**src/pkg/ldo_defines.svh**
```systemverilog
`ifndef LDO_DEFINES_SVH
`define LDO_DEFINES_SVH

// ----------------------------------------
// Logical device numbers
// ----------------------------------------
`define LDO_LDN_FLOPPY 8'h00
`define LDO_LDN_PARALLEL 8'h03
`define LDO_LDN_SERIAL1 8'h04

// ----------------------------------------
// Register indices
// ----------------------------------------
`define LDO_IDX_PARALLEL_MODE 8'hf0
`define LDO_IDX_SERIAL1_MODE 8'hf0
`define LDO_IDX_PARALLEL_MODE_2 8'hf1
`define LDO_IDX_DRIVE_TYPES 8'hf2
`define LDO_IDX_FLOPPY_SPARE 8'hf3
`define LDO_IDX_DRIVE0_OPTION 8'hf4
`define LDO_IDX_DRIVE1_OPTION 8'hf5

// ----------------------------------------
// Reset values
// ----------------------------------------
`define LDO_RST_PARALLEL_MODE 8'h3c
`define LDO_RST_SERIAL1_MODE 8'h00
`define LDO_RST_PARALLEL_MODE_2 8'h00
`define LDO_RST_DRIVE_TYPES 8'hff
`define LDO_RST_DRIVE_OPTION 8'h00

// ----------------------------------------
// Field positions and writable masks
// ----------------------------------------
`define LDO_DRIVE_OPTION_MASK 8'h5b
`define LDO_PRECOMP_BIT 6
`define LDO_PP_IRQ_TYPE_BIT 7
`define LDO_TIMEOUT_SEL_BIT 4
`define LDO_MIDI_BIT 0
`define LDO_HIGH_SPEED_BIT 1
`define LDO_SHARE_IRQ_BIT 7

`endif

```
**src/pkg/ldo_pkg.sv**
```systemverilog
package ldo_pkg;

  // Parallel port protocol mode field
  typedef enum logic [2:0] {
    LDO_PP_SPP = 3'b000,
    LDO_PP_EPP19 = 3'b001,
    LDO_PP_ECP = 3'b010,
    LDO_PP_ECP_EPP19 = 3'b011,
    LDO_PP_PRINTER = 3'b100,
    LDO_PP_EPP17 = 3'b101,
    LDO_PP_RSVD = 3'b110,
    LDO_PP_ECP_EPP17 = 3'b111
  } ldo_pp_mode_type;

  // Sub-mode reported by the ECP core while in an ECP mode
  typedef enum logic [2:0] {
    LDO_ECR_SPP = 3'b000,
    LDO_ECR_PS2 = 3'b001,
    LDO_ECR_FIFO = 3'b010,
    LDO_ECR_ECP = 3'b011,
    LDO_ECR_EPP = 3'b100,
    LDO_ECR_RSVD = 3'b101,
    LDO_ECR_TEST = 3'b110,
    LDO_ECR_CFG = 3'b111
  } ldo_ecr_mode_type;

endpackage : ldo_pkg

```
**src/logic/ldo_regs.sv**
```systemverilog
`timescale 1ns/100ps
`default_nettype none
`include "ldo_defines.svh"

// Operation
// - drive types A/B/spare, reset all ones
// - floppy index f3 reads zero, read-only
// - drive0 type select and rate table
// - option bits 2,5,7 read zero
// - bit6 set disables write precompensation
// - drive1 option mirrors drive0 layout
// - parallel mode field selects protocol
// - ECP FIFO threshold, reset 0111
// - interrupt type one pulses low, releases
// - type zero: IRQ follows nACK
// - ECP, test, FIFO modes: level IRQ
// - type ignored in printer, SPP modes
// - mode2 timeout clear style bit 4
// - serial1 bit0 enables MIDI
// - serial1 bit1 enables high speed
// - serial1 bit7 shares one UART IRQ
// - parallel mode resets to 3c
// - sharing asserts every configured UART line
module ldo_regs (
  input wire logic clk_i,
  input wire logic rst_i,
  input wire logic main_por_i,
  input wire logic standby_power_on_reset_i,
  input wire logic [7:0] ldn_i,
  input wire logic [7:0] addr_i,
  input wire logic [7:0] wdata_i,
  input wire logic wr_i,
  input wire logic rd_i,
  output logic [7:0] rdata_o,
  output logic [7:0] drive_types_o,
  output logic [1:0] drive0_type_sel_o,
  output logic [1:0] drive0_rate_table_sel_o,
  output logic [1:0] drive1_type_sel_o,
  output logic [1:0] drive1_rate_table_sel_o,
  output logic [1:0] precomp_apply_o,
  output logic [2:0] pp_mode_o,
  output logic [3:0] ecp_threshold_o,
  output logic epp_timeout_w1c_o,
  output logic midi_en_o,
  output logic high_speed_o,
  output logic share_irq_o,
  input wire logic pp_ack_n_i,
  input wire logic pp_core_irq_i,
  input wire logic [2:0] ecr_mode_i,
  output logic pp_irq_o,
  output logic pp_irq_oe_o,
  input wire logic uart1_irq_i,
  input wire logic uart2_irq_i,
  input wire logic uart1_has_line_i,
  input wire logic uart2_has_line_i,
  output logic uart1_line_o,
  output logic uart2_line_o
);

  // ----------------------------------------
  // Reset and decode
  // ----------------------------------------
  // All three reset sources load the same defaults
  logic any_rst;
  assign any_rst = rst_i | main_por_i | standby_power_on_reset_i;

  function automatic logic reg_hit(input logic [7:0] ldn, input logic [7:0] idx,
                                   input logic [7:0] want_ldn, input logic [7:0] want_idx);
    reg_hit = (ldn == want_ldn) && (idx == want_idx);
  endfunction : reg_hit

  // Same index in distinct devices is distinct storage
  logic hit_pmode, hit_smode, hit_pmode2, hit_dtypes, hit_spare, hit_d0, hit_d1;
  assign hit_pmode = reg_hit(ldn_i, addr_i, `LDO_LDN_PARALLEL, `LDO_IDX_PARALLEL_MODE);
  assign hit_smode = reg_hit(ldn_i, addr_i, `LDO_LDN_SERIAL1, `LDO_IDX_SERIAL1_MODE);
  assign hit_pmode2 = reg_hit(ldn_i, addr_i, `LDO_LDN_PARALLEL, `LDO_IDX_PARALLEL_MODE_2);
  assign hit_dtypes = reg_hit(ldn_i, addr_i, `LDO_LDN_FLOPPY, `LDO_IDX_DRIVE_TYPES);
  assign hit_spare = reg_hit(ldn_i, addr_i, `LDO_LDN_FLOPPY, `LDO_IDX_FLOPPY_SPARE);
  assign hit_d0 = reg_hit(ldn_i, addr_i, `LDO_LDN_FLOPPY, `LDO_IDX_DRIVE0_OPTION);
  assign hit_d1 = reg_hit(ldn_i, addr_i, `LDO_LDN_FLOPPY, `LDO_IDX_DRIVE1_OPTION);
  // Spare index and foreign devices fall through to zero
  logic hit_none;
  assign hit_none = ~|{hit_pmode, hit_smode, hit_pmode2, hit_dtypes, hit_d0, hit_d1};

  // ----------------------------------------
  // Register storage
  // ----------------------------------------
  logic [7:0] pmode_r, smode_r, pmode2_r, dtypes_r;
  logic [7:0] dopt_r [2];
  logic [1:0] dopt_hit;
  assign dopt_hit = {hit_d1, hit_d0};

  always_ff @(posedge clk_i)
  begin
    if (any_rst)
    begin
      pmode_r <= `LDO_RST_PARALLEL_MODE;
      smode_r <= `LDO_RST_SERIAL1_MODE;
      pmode2_r <= `LDO_RST_PARALLEL_MODE_2;
      dtypes_r <= `LDO_RST_DRIVE_TYPES;
    end
    else if (wr_i)
    begin
      if (hit_pmode)
        pmode_r <= wdata_i;
      if (hit_smode)
        smode_r <= wdata_i;
      if (hit_pmode2)
        pmode2_r <= wdata_i;
      if (hit_dtypes)
        dtypes_r <= wdata_i;
    end
  end

  // Both drive option registers share one layout
  genvar g;
  generate
    for (g = 0; g < 2; g++)
    begin : g_dopt
      always_ff @(posedge clk_i)
      begin
        if (any_rst)
          dopt_r[g] <= `LDO_RST_DRIVE_OPTION;
        else if (wr_i && dopt_hit[g])
          dopt_r[g] <= wdata_i & `LDO_DRIVE_OPTION_MASK;
      end
      assign precomp_apply_o[g] = ~dopt_r[g][`LDO_PRECOMP_BIT];
    end
  endgenerate

  // ----------------------------------------
  // Read path
  // ----------------------------------------
  // Unmapped and spare indices answer zero
  logic [7:0] rd_mux;
  assign rd_mux = hit_pmode ? pmode_r :
                  hit_smode ? smode_r :
                  hit_pmode2 ? pmode2_r :
                  hit_dtypes ? dtypes_r :
                  hit_d0 ? dopt_r[0] :
                  hit_d1 ? dopt_r[1] :
                  8'h00;

  always_ff @(posedge clk_i)
  begin
    if (any_rst)
      rdata_o <= 8'h00;
    else if (rd_i)
      rdata_o <= rd_mux;
  end

  // ----------------------------------------
  // Field outputs
  // ----------------------------------------
  assign drive_types_o = dtypes_r;
  assign drive0_type_sel_o = dopt_r[0][1:0];
  assign drive0_rate_table_sel_o = dopt_r[0][4:3];
  assign drive1_type_sel_o = dopt_r[1][1:0];
  assign drive1_rate_table_sel_o = dopt_r[1][4:3];
  assign pp_mode_o = pmode_r[2:0];
  assign ecp_threshold_o = pmode_r[6:3];
  // Zero selects clear-on-write-one of the timeout flag
  assign epp_timeout_w1c_o = ~pmode2_r[`LDO_TIMEOUT_SEL_BIT];
  assign midi_en_o = smode_r[`LDO_MIDI_BIT];
  assign high_speed_o = smode_r[`LDO_HIGH_SPEED_BIT];
  assign share_irq_o = smode_r[`LDO_SHARE_IRQ_BIT];

  // ----------------------------------------
  // UART interrupt sharing
  // ----------------------------------------
  // Unconfigured line stays quiet even when shared
  logic uart_any;
  assign uart_any = uart1_irq_i | uart2_irq_i;
  assign uart1_line_o = share_irq_o ? (uart_any & uart1_has_line_i) : uart1_irq_i;
  assign uart2_line_o = share_irq_o ? (uart_any & uart2_has_line_i) : uart2_irq_i;

  // ----------------------------------------
  // Parallel port interrupt
  // ----------------------------------------
  // nACK is a pin: three stages, change taken when last two agree
  logic [2:0] ack_sync_r;
  logic ack_n_r;
  always_ff @(posedge clk_i)
  begin
    if (any_rst)
    begin
      ack_sync_r <= 3'b111;
      ack_n_r <= 1'b1;
    end
    else
    begin
      ack_sync_r <= {ack_sync_r[1:0], pp_ack_n_i};
      if (ack_sync_r[2] == ack_sync_r[1])
        ack_n_r <= ack_sync_r[2];
    end
  end

  ldo_pkg::ldo_pp_mode_type pp_mode;
  ldo_pkg::ldo_ecr_mode_type ecr_mode;
  assign pp_mode = ldo_pkg::ldo_pp_mode_type'(pmode_r[2:0]);
  assign ecr_mode = ldo_pkg::ldo_ecr_mode_type'(ecr_mode_i);

  logic mode_basic, mode_epp, mode_ecp, ecr_follows_ack, follow_ack, pulse_type;
  assign mode_basic = (pp_mode == ldo_pkg::LDO_PP_PRINTER) || (pp_mode == ldo_pkg::LDO_PP_SPP);
  assign mode_epp = (pp_mode == ldo_pkg::LDO_PP_EPP19) || (pp_mode == ldo_pkg::LDO_PP_EPP17);
  assign mode_ecp = (pp_mode == ldo_pkg::LDO_PP_ECP) || (pp_mode == ldo_pkg::LDO_PP_ECP_EPP19) ||
                    (pp_mode == ldo_pkg::LDO_PP_ECP_EPP17);
  assign ecr_follows_ack = (ecr_mode == ldo_pkg::LDO_ECR_SPP) || (ecr_mode == ldo_pkg::LDO_ECR_PS2) ||
                           (ecr_mode == ldo_pkg::LDO_ECR_EPP);
  // Type bit is ignored in printer and standard modes
  assign pulse_type = pmode_r[`LDO_PP_IRQ_TYPE_BIT] & ~mode_basic;
  assign follow_ack = mode_basic | mode_epp | (mode_ecp & ecr_follows_ack);

  // Source level: nACK-tracking or core level request
  logic irq_src, irq_src_d_r, pulse_r;
  assign irq_src = follow_ack ? ack_n_r : pp_core_irq_i;

  always_ff @(posedge clk_i)
  begin
    if (any_rst)
    begin
      irq_src_d_r <= 1'b1;
      pulse_r <= 1'b0;
    end
    else
    begin
      irq_src_d_r <= irq_src;
      // One-cycle low pulse per rising source edge
      pulse_r <= pulse_type & irq_src & ~irq_src_d_r;
    end
  end

  // Pulsed style releases the pin outside the pulse
  assign pp_irq_o = pulse_type ? 1'b0 : irq_src;
  assign pp_irq_oe_o = pulse_type ? pulse_r : 1'b1;
endmodule : ldo_regs
`default_nettype wire

```
**config.mk**
```make
export PLATFORM = sky130hd
export DESIGN_NAME = ldo_regs
export DESIGN_NICKNAME = d
export VERILOG_FILES = /design/src/pkg/ldo_pkg.sv /design/src/logic/ldo_regs.sv
export VERILOG_INCLUDE_DIRS = /design/src /design/src/pkg
export SDC_FILE = /design/constraint.sdc
export NUM_CORES = 1
export LEC_CHECK = 0
export BUFFER_PORTS_ARGS = -buffer_cell sky130_fd_sc_hd__buf_2
export CAP_MARGIN = 10
export CORE_MARGIN = 2
export CORE_UTILIZATION = 54
export DETAILED_ROUTE_END_ITERATION = 16
export GPL_ROUTABILITY_DRIVEN = 0
export HOLD_SLACK_MARGIN = 0.03
export PLACE_DENSITY_LB_ADDON = 0.12
export SYNTH_ARGS = -nofsm -noshare
export SYNTH_HDL_FRONTEND = slang
export SYNTH_SLANG_ARGS = --single-unit
```
**constraint.sdc**
```tcl
create_clock -name clk_i -period 3.7 [get_ports clk_i]
set_input_delay 0.185 -clock clk_i [delete_from_list [all_inputs] [get_ports clk_i]]
set_output_delay 0.185 -clock clk_i [all_outputs]
set_load 0.1 [all_outputs]
```
==> results of run 1 <==
## power by group
group | total (mW) | switching [mW] | leakage [nW] | internal (mW)
logic | 0.150 | 0.113 | 0.682 | 0.0367
clock network | 0.346 | 0.196 | 0.0510 | 0.150
registers | 0.626 | 0.00249 | 0.487 | 0.623
total | 1.12 | 0.312 | 1.22 | 0.810
## kinds of logic after synthesis
kind of cell / Yosys count / synth area share, %
buffers and inverters: 50 / 9.405
AOI/OAI and AO/OA: 113 / 21.91
muxes: 6 / 1.905
DFF: 56 / 38.73
and+or+nand+nor: 140 / 28.06
## metrics by stage
step / total power, mW / cells / utilization [%]
after CTS: 1.119 / 484 / 62.51
final: 1.122 / 484 / 62.51
after detailed placement: 0.7862 / 476 / 60.85
after floorplan: 0.7417 / 365 / -
after global placement: 0.7834 / 476 / 60.85
after global routing: 1.156 / 484 / 62.51
## routing by layer
metal | part of all wire (%) | vias up | GRT usage, % | wire length, um
met5 | 0 | - | 0 | 0
met4 | 4.6 | 0 | 15.76 | 436
met3 | 8.9 | 36 | 6.180 | 844
met2 | 47 | 164 | 46.75 | 4434
met1 | 40 | 1464 | 37.66 | 3737
li1 | - | 1461 | - | -
## synth_stat cells (3+ instances only)
master and count:
a22oi_1 5, inv_1 8, nor2b_1 4, nor3_1 10
nor3b_1 9, o41ai_1 5, buf_4 17, nor4_2 3
a31oi_1 8, nand4_1 10, mux2i_1 6, or3_2 4
nand2b_1 6, dfxtp_1 46, or4_1 7, o21ai_1 11
nor4_1 10, a21o_1 5, or3_1 3, a32oi_1 3
o21ai_0 22, nand3b_1 4, buf_2 6, nand3_1 21
edfxtp_1 10, nand2_1 4, buf_1 3, clkbuf_1 10
and2_1 10, a21oi_1 36, o2111ai_1 8, or2_2 4
buf_6 3, o31ai_1 9, nor2_1 18
## cell type report
class / count / share of cell area [%]
tap: 72 / 2.585
timing repair buffer: 81 / 11.78
multi-input combinational: 259 / 47.07
clock buffer: 6 / 2.370
inverter: 8 / 0.8618
sequential: 56 / 35.04
clock inverter: 2 / 0.2873
## sequential cells by signal (all words and copies together) (netlist names), 3 cells and up
| name | count |
|---|---|
| pmode2_r | 8 |
| dopt_r | 10 |
| drive_types_o | 8 |
| smode_r | 8 |
| pmode_r | 8 |
| rdata_o | 8 |
| ack_sync_r | 3 |
## final timing paths
path,slack (ns),cells past startpoint,startpoint,to
setup / recovery,1.68,5,ldn_i[5],dopt_r[0][1]$_SDFFCE_PN0P_
hold / removal,0.05,2,pp_ack_n_i,ack_sync_r[0]$_SDFF_PP1_
setup reg to reg,2.39,4,pmode_r[2]$_SDFFE_PP1P_,pulse_r$_SDFF_PP0_
hold reg to reg,0.40,1,irq_src_d_r$_SDFF_PP1_,pulse_r$_SDFF_PP0_
## critical path, delay by kind of cell
family / cells / cell delay, ns
AND/OR/NAND/NOR: 3 / 1.12
AO/OA/AOI/OAI: 1 / 0.56
buffers and inverters: 1 / 0.10
==> flow_summary_export.csv, run 1 <==
group,metric,value,unit
drt,final_antenna_net_count,0,
yosys,synth_top_area_share,29.21,%
timing,hold-worst-slack,0.05438,ns
clock_tree,cts_setup_buffers,0,
pwr,ir_worst_vdd,199.7,uV
clock_tree,numCtsBuffers,5,
global_route,grt_usage,29.55,%
die,initial_core_util,56.57,%
global_route,grt_first_pass_wirelength,14410,um
clock_tree,clkLatencyLatePin,0.31,ns
job,drv_cap,0,
worst_setup_path,path_cells,"buf_2 > or3_1 > nor4_4 > nand2_1 > o21ai_0",
timing,report.final.slew_viol_count,0,
place,placed_area,3392,um^2
worst_setup_path,critPathCaptureType,"register",
global_route,antenna_found_initial,0,
clock_tree,clock-root-buffer,"clkbuf_8",
timing,setup_violations,0,
hold_path,hold_path.class,"input port to register",
clock_tree,cts_resized,0,
yosys,yosysUniqueCellTypes,49,
clock_tree,ctsHoldBuffers,0,
final_layout,drive_gt1_share,25.97,%
die,rows,27,
final_layout,final_nets,450,
final_layout,fin_area,3485,um^2
drt,avgRoutedWirePerCell,19.53,um
timing,max_slew_margin,22.50,%
pwr,leakagePower,1.220,nW
clock_tree,clock_sinks,56,
timing,clock.fmax,495.3,MHz
yosys,async_reset_ff_share,0,%
place,hpwl,6643,um
final_layout,multiInputGateArea,1640,um^2
worst_setup_path,max_stage_delay,0.56,ns
die,core_area,5574,um^2
drt,finalWirelength,9453,um
place,dp_slack,1.337,ns
worst_setup_path,cpMaxStageDelayCell,"o21ai_0",
worst_setup_path,start_kind,"input port",
yosys,synth_area_leaders,"dfxtp_1 29%, edfxtp_1 9.5%, a21oi_1 5.7%",
clock_tree,path_clk_slew,0.09,ns
drt,drc,0,
die,io_pins,80,
final_layout,register_area,1221,um^2
clock_tree,htreeDepth,2,
place,io_buffers,79,
timing,hold_viol_final,0,
yosys,ys_ff_latch,56,
clock_tree,cts_max_path_buffers,2,
timing,setup_ws,1.681,ns
final_layout,syn_to_final_growth,10.52,%
timing,tightest_slew,1.158,ns
final_layout,insertedDiodeCount,0,
timing,post-route-min-period,2.019,ns
worst_setup_path,worstPathMaxFanout,8,
final_layout,layout_common_cells,"79 x buf_2, 46 x dfxtp_1, 36 x a21oi_1",
timing,fin_crit_sh,54.57,%
yosys,yosysSeqAreaShare,38.73,%
die,dieArea,6466,um^2
final_layout,layout_commonest_cell,"buf_2",
yosys,synthesis.nets,404,
drt,drt_iter0_drc,317,
yosys,syn_area,3153,um^2
yosys,yosysTopAreaCell,"dfxtp_1",
yosys,ys.flop_type,"dfxtp_1",
status,status,"finished, final reports clean",
yosys,netlist_instances,365,
die,die_height,80.41,um
pwr,power_density,321.9,nW/um^2
drt,num_vias,3125,
worst_setup_path,worstPathRequired,3.65,ns
worst_setup_path,worstSetupPathType,"input port to register",
worst_setup_path,crit_arrival,1.97,ns
global_route,grt_max_degree,31,
final_layout,num-fill-cells,521,
yosys,synth-edff-count,10,
timing,rsz0062_at_grt,"false",
yosys,syn_avg_cell_area,8.638,um^2
yosys,yosysWarnings,0,
clock_tree,cts_tree,"built",
global_route,gr-total-overflow,0,
global_route,grt_pass1_vias,2844,
drt,drtPass1Iterations,5,
die,die_w,80.41,um
timing,finClkSkew,0.003285,ns
timing,finalSetupTns,0,ns
drt,via_per_inst,6.457,
Power figures use the tool's default switching activity.
==> run 2: changes to the inputs <==
- CORE_UTILIZATION: 54 -> 48
- clock period: 3.7 -> 1.8 ns (I/O delays scaled with it)
==> run 2 against run 1 <==
Power increased by 100%. Core utilization decreased by 3.5 points. Flip-flop and latch count unchanged. Global-route usage decreased by 3.6 points. Worst hold slack improved by 0.034 ns. Sequential share of layout area decreased by 2.4 points. Clock power increased by 96%. Cell area increased by 7.5%. Critical path depth unchanged. Worst setup slack got worse by 1.6 ns. Largest cell class unchanged.
==> flow_summary_export.csv, run 2 (synthesized netlist as in run 1, its figures left out) <==
group,metric,value,unit
global_route,antenna_found_initial,0,
global_route,grt_pass1_vias,2840,
die,initial_core_util,49.66,%
die,die_w,85.05,um
final_layout,insertedDiodeCount,0,
clock_tree,path_clk_slew,0.10,ns
drt,final_antenna_net_count,0,
drt,via_per_inst,6.006,
place,hpwl,7112,um
status,status,"finished, final reports clean",
drt,avgRoutedWirePerCell,18.35,um
pwr,p_sw_share,28.51,%
global_route,gr-total-overflow,0,
pwr,leakagePower,1.368,nW
drt,drtPass1Iterations,4,
worst_setup_path,worstSetupPathType,"register to output pin",
worst_setup_path,crit_arrival,1.62,ns
timing,setup_violations,0,
clock_tree,clkLatencyLatePin,0.31,ns
final_layout,largest_reg_flops,10,
final_layout,num-fill-cells,600,
final_layout,drive_gt1_share,31.75,%
die,core_area,6350,um^2
timing,rsz0062_at_grt,"false",
timing,clock.fmax,583.3,MHz
die,die_height,85.05,um
clock_tree,cts_tree,"built",
timing,report.final.slew_viol_count,0,
final_layout,layout_commonest_cell,"buf_2",
timing,post-route-min-period,1.714,ns
timing,hold_viol_final,0,
pwr,power_density,613.1,nW/um^2
pwr,clockPowerShare,29.5,%
worst_setup_path,worstPathMaxFanout,4,
clock_tree,htreeDepth,2,
job,drv_cap,0,
pwr,p_comb_share,14.5,%
worst_setup_path,start_kind,"register",
final_layout,layout_common_cells,"78 x buf_2, 45 x dfxtp_1, 34 x a21oi_1",
pwr,power,2.296,mW
drt,drc,0,
clock_tree,cts_max_path_buffers,2,
final_layout,final_nets,479,
die,io_pins,80,
worst_setup_path,critPathCaptureType,"output pin",
drt,num_vias,3111,
pwr,p_int,1.642,mW
pwr,p_seq_share,56.0,%
global_route,grt_first_pass_wirelength,14660,um
drt,finalWirelength,9503,um
final_layout,syn_to_final_growth,18.77,%
global_route,grt_usage,25.97,%
clock_tree,clock_sinks,56,
pwr,power_switching,0.6546,mW
place,post-place-cells,507,
final_layout,regMostFlops,"dopt_r",
timing,fin_crit_sh,95.25,%
global_route,grt_max_degree,30,
clock_tree,clock-root-buffer,"clkbuf_8",
final_layout,instances_no_fill,518,
clock_tree,numCtsBuffers,5,
drt,drt_iter0_drc,339,
hold_path,hold_path.class,"input port to register",
die,rows,29,
timing,tightest_slew,0.5377,ns
place,io_buffers,79,
timing,finClkSkew,0.007186,ns
timing,max_slew_margin,64.02,%
worst_setup_path,worstPathRequired,1.71,ns
die,dieArea,7234,um^2
pwr,ir_worst_vdd,353.0,uV
run 2: cell types whose count changed in the layout (fill, tap and decap cells not counted), moves of 2 or more:
cell     before  now
a21oi_1      36   34
buf_4         2   30
o21ai_0      22   20
o21ai_1      11   13
run 2: path summary, 6_finish.rpt:
check        cells past startpoint                       end  slack (ns)                startpoint
min                              3   smode_r[5]$_SDFFE_PP0P_        0.09                wdata_i[5]
min reg2reg                      1  ack_sync_r[1]$_SDFF_PP1_        0.41  ack_sync_r[0]$_SDFF_PP1_
max reg2reg                      6        pulse_r$_SDFF_PP0_        0.30   pmode_r[2]$_SDFFE_PP1P_
max                              5                  pp_irq_o        0.09   pmode_r[2]$_SDFFE_PP1P_
run 2: final cells by class:
| type | count | area (um^2) | area share, % |
|---|---|---|---|
| timing repair buffer | 110 | 645.6 | 17.24 |
| clock inverter | 3 | 13.76 | 0.3675 |
| sequential | 56 | 1222 | 32.64 |
| clock buffer | 5 | 68.82 | 1.838 |
| multi-input combinational | 259 | 1668 | 44.54 |
| tap | 77 | 96.34 | 2.573 |
| inverter | 8 | 30.03 | 0.8019 |
run 2: repair_timing:
action	in CTS	in global routing
hold buffers	1	0
setup endpoints to repair	1	1
endpoints found under the hold margin	1	0
gates resized for setup	0	1
setup buffers	1	1
cloned	0	0
run 2: metal layers:
layer  vias to the layer above  wire length (um)  track usage [%]
li1                       1522                 -                -
met1                      1473              3997            35.84
met2                       104              4710            42.54
met3                        12               646            3.502
met4                         0               148            7.648
met5                         -                 0                0
run 2: worst max-delay path, cell delays in order (launching register included):
cell     delay (ns)
dfxtp_1        0.36
nor2b_1        0.15
o31ai_2        0.22
mux2i_1        0.32
nor2b_2        0.10
buf_12         0.17
run 2: through the flow:
step	setup TNS [ns]	util [%]	setup slack, ns	cell area (um^2)	hold slack, ns
global placement	-0.0003194	57.20	-0.0003194	3632	0.2720
floorplan	-0.01494	-	-0.01494	3172	0.1915
global route	0	58.98	0.006023	3745	0.07954
CTS	0	58.78	0.02039	3732	0.08007
detailed placement	-0.1724	57.20	-0.02950	3632	0.2774
finish	0	58.98	0.08550	3745	0.08822
run 2: power groups by stage:
stage          logic, mW  clock network [mW]  registers (mW)
3_5_place_dp       0.326                   0            1.31
3_3_place_gp       0.322                   0            1.31
6_report           0.332               0.678            1.29
5_1_grt            0.352               0.725            1.29
2_1_floorplan      0.215                   0            1.31
4_1_cts            0.328               0.687            1.29
